==> src/hw/apss_pkg.sv <==
package apss_pkg;
  // channel count and aux line count
  localparam int APSS_NUM_MOTORS = 3;
  localparam int APSS_NUM_AUX = 2;
  // clock rate
  localparam longint APSS_CLK_HZ = 10_000_000;
  // fixed pause between interval cycles, in milliseconds
  localparam longint APSS_LOOP_PAUSE_MS = 100;
  localparam longint APSS_LOOP_PAUSE_CYC = (APSS_LOOP_PAUSE_MS * APSS_CLK_HZ) / 1000;
  // debounce settle time, in milliseconds
  localparam longint APSS_DEBOUNCE_MS = 10;
  localparam longint APSS_DEBOUNCE_CYC = (APSS_DEBOUNCE_MS * APSS_CLK_HZ) / 1000;
  // triple click window, in milliseconds
  localparam longint APSS_CLICK_WIN_MS = 1500;
  localparam longint APSS_CLICK_WIN_CYC = (APSS_CLICK_WIN_MS * APSS_CLK_HZ) / 1000;
  // millisecond tick divider
  localparam longint APSS_MS_CYC = APSS_CLK_HZ / 1000;
  localparam int APSS_TIME_W = 24;
  localparam int APSS_MS_DIV_W = 14;
  localparam int APSS_CLICKS_TO_TOGGLE = 3;
  // reset values
  localparam logic APSS_FOCUS_WITH_SHUTTER_RST = 1'b1;
  localparam logic [APSS_NUM_MOTORS-1:0] APSS_POWER_SAVE_RST = 3'h0;
  // sequencer states
  typedef enum logic [2:0] {
    APSS_IDLE,
    APSS_FOCUS,
    APSS_TRIGGER,
    APSS_MOTOR_DELAY,
    APSS_MOVE,
    APSS_BUFFER,
    APSS_PAUSE,
    APSS_WAIT_AUX
  } apss_state_t;
endpackage

==> src/hw/apss_debounce.sv <==
`timescale 1ns/1ps
`default_nettype none
// =====================================
// debounce filter
module apss_debounce #(
  parameter int SETTLE_CYC = 100000,
  parameter int CNT_W = 20
) (
  // clock and reset
  input wire logic core_clk_i,
  input wire logic reset_i,
  // raw level and filtered level
  input wire logic raw_i,
  output logic clean_o
);
  logic [CNT_W-1:0] count;
  // output follows the raw level only after it stays put for the settle time
  always_ff @(posedge core_clk_i or posedge reset_i)
  begin
    if (reset_i)
    begin
      count <= '0;
      clean_o <= 1'b0;
    end
    else if (raw_i == clean_o)
    begin
      count <= '0;
    end
    else if (count == CNT_W'(SETTLE_CYC - 1))
    begin
      count <= '0;
      clean_o <= raw_i;
    end
    else
    begin
      count <= count + 1'b1;
    end
  end
endmodule // apss_debounce
`default_nettype wire

==> src/hw/apss_sequencer.sv <==
`timescale 1ns/1ps
`default_nettype none
// Operation
// - bracketed exposure: hold shutter for trigger time, then exposure delay before motion.
// - focus may be held for the whole shutter assertion; option on after reset.
// - focus-with-shutter defaults enabled; focus accompanies shutter unless turned off.
// - three emergency-stop clicks after boot toggle externally paced mode.
// - rightmost network port indicator lit exactly while paced mode is active.
// - in paced mode, move spacing comes from the aux input, not the interval timer.
// - in paced mode, a cycle starts at focus on the deasserting edge of the aux input.
// - after start in paced mode, hold position until an external signal arrives.
// - an aux trigger can fire the camera and then perform the following move.
// - two aux lines idle high; a line grounded low counts as asserted.
// - up to three stepper channels driven simultaneously, each through its own driver.
// - power saving is off for every motor port after reset.
// - with power saving on, a driver is enabled only while its port moves.
// - each motor port keeps its own independent power-saving setting.
// - power saving on an idle port disables its driver and light at once.
// - cycle order: focus, trigger, motor delay, move, then buffer except in paced mode; starts at start or aux.
// - a fixed pause separates the end of one cycle from the next start.
module apss_sequencer
  import apss_pkg::*;
#(
  parameter int LOOP_PAUSE_CYC = int'(apss_pkg::APSS_LOOP_PAUSE_CYC),
  parameter int DEBOUNCE_CYC = int'(apss_pkg::APSS_DEBOUNCE_CYC),
  parameter int CLICK_WIN_CYC = int'(apss_pkg::APSS_CLICK_WIN_CYC),
  parameter int MS_CYC = int'(apss_pkg::APSS_MS_CYC)
) (
  // clock and reset
  input wire logic core_clk_i,
  input wire logic reset_i,
  // program control
  input wire logic start_i,
  input wire logic stop_i,
  input wire logic estop_button_n_i,
  // timing settings in milliseconds
  input wire logic [apss_pkg::APSS_TIME_W-1:0] focus_ms_i,
  input wire logic [apss_pkg::APSS_TIME_W-1:0] trigger_ms_i,
  input wire logic [apss_pkg::APSS_TIME_W-1:0] motor_delay_ms_i,
  input wire logic [apss_pkg::APSS_TIME_W-1:0] interval_ms_i,
  // options
  input wire logic focus_with_shutter_off_i,
  input wire logic [apss_pkg::APSS_NUM_MOTORS-1:0] power_save_i,
  input wire logic [apss_pkg::APSS_NUM_MOTORS-1:0] motor_used_i,
  // motion engine handshake
  output logic [apss_pkg::APSS_NUM_MOTORS-1:0] move_start_o,
  input wire logic [apss_pkg::APSS_NUM_MOTORS-1:0] move_busy_i,
  // aux port, active low lines
  input wire logic [apss_pkg::APSS_NUM_AUX-1:0] aux_n_i,
  // camera lines
  output logic focus_o,
  output logic shutter_o,
  // drivers and lights
  output logic [apss_pkg::APSS_NUM_MOTORS-1:0] driver_enable_o,
  output logic [apss_pkg::APSS_NUM_MOTORS-1:0] motor_light_o,
  output logic paced_light_o,
  output logic paced_mode_o,
  output logic running_o
);
  import apss_pkg::*;

  // =====================================
  // input conditioning
  logic estop_pressed;
  logic [APSS_NUM_AUX-1:0] aux_asserted;

  apss_debounce #(.SETTLE_CYC(DEBOUNCE_CYC), .CNT_W(24)) u_db_estop (
    .core_clk_i(core_clk_i),
    .reset_i(reset_i),
    .raw_i(~estop_button_n_i),
    .clean_o(estop_pressed)
  );

  genvar g;
  generate
    for (g = 0; g < APSS_NUM_AUX; g++)
    begin : g_aux
      // grounded line means asserted
      apss_debounce #(.SETTLE_CYC(DEBOUNCE_CYC), .CNT_W(24)) u_db_aux (
        .core_clk_i(core_clk_i),
        .reset_i(reset_i),
        .raw_i(~aux_n_i[g]),
        .clean_o(aux_asserted[g])
      );
    end
  endgenerate

  // either aux line counts as the trigger
  logic aux_any;
  logic aux_any_d;
  logic estop_d;
  logic aux_fall;
  logic click;
  assign aux_any = |aux_asserted;
  assign aux_fall = aux_any_d & ~aux_any;
  assign click = estop_pressed & ~estop_d;

  // edge detect registers
  always_ff @(posedge core_clk_i or posedge reset_i)
  begin
    if (reset_i)
    begin
      aux_any_d <= 1'b0;
      estop_d <= 1'b0;
    end
    else
    begin
      aux_any_d <= aux_any;
      estop_d <= estop_pressed;
    end
  end

  // =====================================
  // triple click toggles paced mode
  logic [1:0] click_count;
  logic [23:0] click_timer;
  always_ff @(posedge core_clk_i or posedge reset_i)
  begin
    if (reset_i)
    begin
      click_count <= '0;
      click_timer <= '0;
      paced_mode_o <= 1'b0;
      paced_light_o <= 1'b0;
    end
    else
    begin
      if (click)
      begin
        if (click_count == 2'(APSS_CLICKS_TO_TOGGLE - 1))
        begin
          click_count <= '0;
          paced_mode_o <= ~paced_mode_o;
          paced_light_o <= ~paced_mode_o;
        end
        else
        begin
          if (click_count == '0)
            click_timer <= 24'(CLICK_WIN_CYC);
          click_count <= click_count + 1'b1;
        end
      end
      else if (click_count != '0)
      begin
        // stale clicks are dropped when the window runs out
        if (click_timer == '0)
          click_count <= '0;
        else
          click_timer <= click_timer - 1'b1;
      end
    end
  end

  // =====================================
  // millisecond tick, restarted at each state change for exact phase lengths
  logic [APSS_MS_DIV_W-1:0] ms_div;
  logic ms_tick;
  logic phase_load;
  assign ms_tick = (ms_div == APSS_MS_DIV_W'(MS_CYC - 1));

  // =====================================
  // interval sequencer
  apss_state_t state;
  apss_state_t next_state;
  logic [APSS_TIME_W-1:0] phase_ms;
  logic [APSS_TIME_W-1:0] elapsed_ms;
  logic [APSS_TIME_W-1:0] next_phase_ms;
  logic [23:0] pause_cnt;
  logic move_issued;

  function automatic logic time_done(input logic [APSS_TIME_W-1:0] t,
                                     input logic [APSS_TIME_W-1:0] lim);
    time_done = (t >= lim);
  endfunction

  // next-state decode
  always_comb
  begin
    next_state = state;
    next_phase_ms = '0;
    unique case (state)
      APSS_IDLE:
        if (start_i)
          next_state = paced_mode_o ? APSS_WAIT_AUX : APSS_FOCUS;
      APSS_WAIT_AUX:
        if (aux_fall)
          next_state = APSS_FOCUS;
      APSS_FOCUS:
        if (time_done(phase_ms, focus_ms_i))
          next_state = APSS_TRIGGER;
      APSS_TRIGGER:
        if (time_done(phase_ms, trigger_ms_i))
          next_state = APSS_MOTOR_DELAY;
      APSS_MOTOR_DELAY:
        if (time_done(phase_ms, motor_delay_ms_i))
          next_state = APSS_MOVE;
      APSS_MOVE:
        if (move_issued && (move_busy_i == '0))
          next_state = paced_mode_o ? APSS_PAUSE : APSS_BUFFER;
      APSS_BUFFER:
        if (time_done(elapsed_ms, interval_ms_i))
          next_state = APSS_PAUSE;
      APSS_PAUSE:
        if (pause_cnt == '0)
          next_state = paced_mode_o ? APSS_WAIT_AUX : APSS_FOCUS;
    endcase
    if (stop_i)
      next_state = APSS_IDLE;
  end
  assign phase_load = (next_state != state);

  // state, phase and interval timers
  always_ff @(posedge core_clk_i or posedge reset_i)
  begin
    if (reset_i)
    begin
      state <= APSS_IDLE;
      ms_div <= '0;
      phase_ms <= '0;
      elapsed_ms <= '0;
      pause_cnt <= '0;
      move_issued <= 1'b0;
      running_o <= 1'b0;
    end
    else
    begin
      state <= next_state;
      running_o <= (next_state != APSS_IDLE);
      ms_div <= (phase_load || ms_tick) ? '0 : ms_div + 1'b1;
      if (phase_load)
        phase_ms <= next_phase_ms;
      else if (ms_tick)
        phase_ms <= phase_ms + 1'b1;
      // interval runs from focus start through buffer
      if (phase_load && next_state == APSS_FOCUS)
        elapsed_ms <= '0;
      else if (ms_tick)
        elapsed_ms <= elapsed_ms + 1'b1;
      if (phase_load && next_state == APSS_PAUSE)
        pause_cnt <= 24'(LOOP_PAUSE_CYC - 1);
      else if (pause_cnt != '0)
        pause_cnt <= pause_cnt - 1'b1;
      move_issued <= (state == APSS_MOVE) && !phase_load;
    end
  end

  // =====================================
  // camera lines; focus option is on after reset
  logic focus_with_shutter;
  assign focus_with_shutter = APSS_FOCUS_WITH_SHUTTER_RST & ~focus_with_shutter_off_i;
  always_ff @(posedge core_clk_i or posedge reset_i)
  begin
    if (reset_i)
    begin
      focus_o <= 1'b0;
      shutter_o <= 1'b0;
    end
    else
    begin
      shutter_o <= (next_state == APSS_TRIGGER);
      focus_o <= (next_state == APSS_FOCUS) ||
                 (focus_with_shutter && next_state == APSS_TRIGGER);
    end
  end

  // =====================================
  // motor channels: one start pulse to every used channel at once
  always_ff @(posedge core_clk_i or posedge reset_i)
  begin
    if (reset_i)
      move_start_o <= '0;
    else
      move_start_o <= (phase_load && next_state == APSS_MOVE) ? motor_used_i : '0;
  end

  // drivers stay energised unless that port's own power save is on and it is idle;
  // the driver comes up with the start pulse and the pulse itself keeps it up
  // for the one cycle before busy is seen, so the driver never blinks off mid-start
  always_ff @(posedge core_clk_i or posedge reset_i)
  begin
    if (reset_i)
    begin
      driver_enable_o <= ~APSS_POWER_SAVE_RST;
      motor_light_o <= ~APSS_POWER_SAVE_RST;
    end
    else
    begin
      for (int m = 0; m < APSS_NUM_MOTORS; m++)
      begin
        driver_enable_o[m] <= ~power_save_i[m] | move_busy_i[m] | move_start_o[m] |
                              (phase_load && next_state == APSS_MOVE && motor_used_i[m]);
        motor_light_o[m] <= ~power_save_i[m] | move_busy_i[m];
      end
    end
  end
endmodule // apss_sequencer
`default_nettype wire

==> config.mk <==
export PLATFORM = sky130hd
export DESIGN_NAME = apss_sequencer
export DESIGN_NICKNAME = d
export VERILOG_FILES = /design/src/hw/apss_pkg.sv /design/src/hw/apss_debounce.sv /design/src/hw/apss_sequencer.sv
export SDC_FILE = /design/constraint.sdc
export NUM_CORES = 1
export LEC_CHECK = 0
export BUFFER_PORTS_ARGS = -buffer_cell sky130_fd_sc_hd__buf_4
export CAP_MARGIN = 20
export CORE_MARGIN = 2
export CORE_UTILIZATION = 35
export DETAILED_ROUTE_END_ITERATION = 6
export PLACE_DENSITY_LB_ADDON = 0.25
export SYNTH_ARGS = -nofsm -noshare
export SYNTH_HDL_FRONTEND = slang
export SYNTH_HIERARCHICAL = 1
export SYNTH_SLANG_ARGS = --single-unit
==> constraint.sdc <==
create_clock -name core_clk_i -period 4.7 [get_ports core_clk_i]
set_clock_uncertainty 0.2 [all_clocks]
set_input_delay 0 -clock core_clk_i [delete_from_list [all_inputs] [get_ports core_clk_i]]
set_output_delay 0 -clock core_clk_i [all_outputs]
set_load 0.03 [all_outputs]
==> impl_metrics.env <==
export IMPL_clock_root_buffer="clkbuf_16"
export IMPL_clock_path_buffers=3
export IMPL_fill_cells=3710
export IMPL_clock_fmax_mhz=271
export IMPL_antenna_left=0
export IMPL_die_h_um=198
export IMPL_drc=0
export IMPL_use_met1=0.227
export IMPL_min_to="motor_light_o[2]"
export IMPL_slew_headroom=0.379
export IMPL_finalHoldViolCount=0
export IMPL_synth_ff_type="dfrtp_1"
export IMPL_cp_max_fo=39
export IMPL_layout_cells_non_filler=2102
export IMPL_fin_nets=1789
export IMPL_p_int_mw=3.61
export IMPL_status="completed"
export IMPL_cts_buffers=25
export IMPL_drv_slew=0
export IMPL_ff2ff_path_depth=9
export IMPL_synth_distinct_cells=84
export IMPL_grt_pass1_wl_um=53300
export IMPL_avgSynthCellArea_um2=9.26
export IMPL_grt_use_total=0.163
export IMPL_p_sw_frac=0.323
export IMPL_synth_seq_area_share=0.391
export IMPL_hp_class="primary input to flop"
export IMPL_dpl_hpwl_um=22900
export IMPL_areaGrowthSynthToFinish_pct=19.7
export IMPL_coreArea_um2=37400
export IMPL_post_drt_via_cell_ratio=5.15
export IMPL_arrival_ns=3.86
export IMPL_yosysTopAreaCell="dfrtp_1"
export IMPL_rsz0062_at_grt="false"
export IMPL_tritoncts="built"
export IMPL_antenna_found_initial=0
export IMPL_io_pins=127
export IMPL_die_area_um2=39300
export IMPL_hold_path_startpoint="move_busy_i[2]"
export IMPL_layout_min_cycle_time_ns=3.69
export IMPL_async_flop_share=1.00
export IMPL_p_per_area_nw_per_um2=338
export IMPL_via_count=10800
export IMPL_avgRoutedWirePerCell_um=15.1
export IMPL_pwr_share_comb=0.221
export IMPL_routed_wirelength_um=31800
export IMPL_crit_start="phase_ms[21]"
export IMPL_use_met3=0.0206
export IMPL_globalRoute_busiestLayer="met2"
export IMPL_ys_ff_latch=206
export IMPL_clkSinkCount=206
export IMPL_cts_resized=0
export IMPL_fp_dieW_um=198
export IMPL_row_count=71
export IMPL_gp_congestion=0.832
export IMPL_required_ns=4.87
export IMPL_netlist_instances=1425
export IMPL_grt_ovfl_total=0
export IMPL_cap_violations=0
export IMPL_switchingPower_mw=1.72
export IMPL_r2r_start="phase_ms[21]"
export IMPL_clk_pin_slew_ns=0.06
export IMPL_regToRegSetupSlack_ns=1.01
export IMPL_n_antenna_cell=0
export IMPL_post_cts_setup_buffers=0
export IMPL_setup_violations=0
export IMPL_grt_max_degree=89
export IMPL_drive_gt1_frac=0.148
export IMPL_dp_cells=2029
export IMPL_netlist_top_cells_area="dfrtp_1, ha_1, xor2_1, xnor2_1, a21oi_1"
export IMPL_start_util=0.353
export IMPL_drt_pass1_iterations=6
export IMPL_critical_path_class="flop to flop"
export IMPL_endpoint_kind="flop"
export IMPL_port_buffers=126
export IMPL_drt_iter0_drc=648
export IMPL_yosys_area_top_type_share=0.379
export IMPL_grt_pass1_vias=10800
export IMPL_insertion_delay_ns=0.53
export IMPL_r2r_end="ms_div[5]"
export IMPL_fin_tns_setup_ns=0
export IMPL_power_frac_seq=0.389
export IMPL_hold_path_depth=3
export IMPL_synth_area_um2=13200
export IMPL_tightest_slew_ns=0.920
export IMPL_power_total_mw=5.34
export IMPL_ys_warn_count=6
export IMPL_min_period_over_period=0.784
export IMPL_startpoint_type="flop"
export IMPL_vdd_ir_drop_max_mv=0.271
export IMPL_htree_levels=1
export IMPL_synth_nets=1642
export IMPL_met2_usage=0.272
export IMPL_power_leakage_nw=7.29
export IMPL_synth_enable_flop_cells=0
export IMPL_clkPwrFrac=0.390
==> cells by family (layout without fill, tap and decap cells) <==
family / count (synthesis) / in the layout / share of synthesized area
AOI/OAI and AO/OA: 234 / 234 / 0.111
and+or+nand+nor: 568 / 568 / 0.246
xor gates and xnor gates: 137 / 137 / 0.0909
muxes: 5 / 5 / 0.00408
buffers and inverters: 171 / 337 / 0.0583
adders and majority gates: 104 / 104 / 0.0986
DFF: 206 / 206 / 0.391
==> metal layers <==
layer / routed length, um / part of all wire
met2: 14900 / 0.47
met1: 15300 / 0.48
met4: 508 / 0.016
met5: 0 / 0
met3: 1100 / 0.035
==> sequential cells by signal (all words and copies together), names as in the netlist, 2 cells and up <==
register                cells
click_count                 2
click_timer                24
driver_enable_o             3
elapsed_ms                 24
g_aux.u_db_aux/clean_o      2
g_aux.u_db_aux/count       48
motor_light_o               3
move_start_o                3
ms_div                     14
pause_cnt                  24
phase_ms                   24
state                       3
u_db_estop/count           24
==> how the worst max path moves through the flow <==
stage / end / slack [ns] / depth (start not counted)
final: ms_div[5] / 1.01 / 9
after floorplan: aux_any_d / 1.01 / 1
after global placement: ms_div[4] / 1.10 / 9
after CTS: phase_ms[21] / 1.0 / 9
after detailed placement: ms_div[4] / 0.97 / 10
after global routing: ms_div[8] / 0.69 / 10
==> cell usage after synthesis, drive strengths merged, types with 6 or more instances <==
master / number
dfrtp: 200
inv: 130
nor2: 107
a21oi: 104
ha: 104
nand2: 99
xor2: 73
xnor2: 64
nand3: 63
nor3: 63
nand4: 57
o21ai: 42
nor4: 36
buf: 32
and3: 25
or4: 25
o31ai: 21
or3: 18
and4: 16
a21o: 14
a31oi: 10
and2: 9
clkbuf: 9
nand2b: 9
nor4b: 8
nor3b: 7
or2: 7
dfstp: 6
nand3b: 6
==> worst max-delay path, stage by stage (launching register included) <==
cell and delay (ns):
dfrtp_1 0.46, ha_1 0.33, nand4_1 0.19, nor4_1 0.51, and4_1 0.25, a221oi_1 0.12, and3_1 0.22, or4bb_1 0.51
nand3_2 0.61, nor3_1 0.12
==> layout make-up <==
class                      instances  area [um^2]  share of cell area
clock inverter                    10          165              0.0105
sequential                       206         5160               0.327
timing repair buffer             161         1330              0.0842
multi-input combinational       1048         7260               0.460
clock buffer                      36          737              0.0467
inverter                         130          493              0.0312
tap                              511          639              0.0405
==> power by group through the flow <==
stage / Combinational [mW] / Sequential (mW) / Clock (mW)
4_1_cts: 1.18 / 2.07 / 2.14
6_report: 1.18 / 2.07 / 2.08
5_1_grt: 1.32 / 2.09 / 2.22
3_3_place_gp: 1.15 / 2.10 / 0
2_1_floorplan: 0.959 / 2.05 / 0
3_5_place_dp: 1.16 / 2.10 / 0
==> stage by stage <==
stage	setup slack, ns	area (um^2)	hold WS, ns	utilization
3_5_place_dp	0.970	14600	-0.0487	0.389
3_3_place_gp	1.10	14600	-0.0542	0.389
5_1_grt	0.692	15800	0.0576	0.422
6_report	1.01	15800	0.0421	0.422
4_1_cts	0.998	15700	0.0167	0.420
2_1_floorplan	1.01	13200	-0.173	-
==> what timing repair did <==
item | 4_1_cts | 5_1_grt
hold buffers | 23 | 1
setup endpoints to repair | 0 | 0
hold endpoints to repair | 258 | 7
==> layout by cell type, fill, tap and decap left out, types with 20 or more instances in the layout <==
cell type / synthesis / layout
dfrtp_1: 200 / 200
buf_4: 7 / 134
inv_1: 130 / 129
nor2_1: 106 / 106
ha_1: 104 / 104
a21oi_1: 101 / 101
nand2_1: 99 / 99
xor2_1: 73 / 73
xnor2_1: 64 / 64
nor3_1: 62 / 62
nand3_1: 56 / 56
nand4_1: 50 / 50
o21ai_0: 39 / 39
nor4_1: 31 / 31
clkbuf_16: 0 / 25
dlygate4sd3_1: 0 / 24
and3_1: 23 / 23
o31ai_1: 20 / 20
or4_1: 20 / 20
Power figures use the tool's default switching activity.
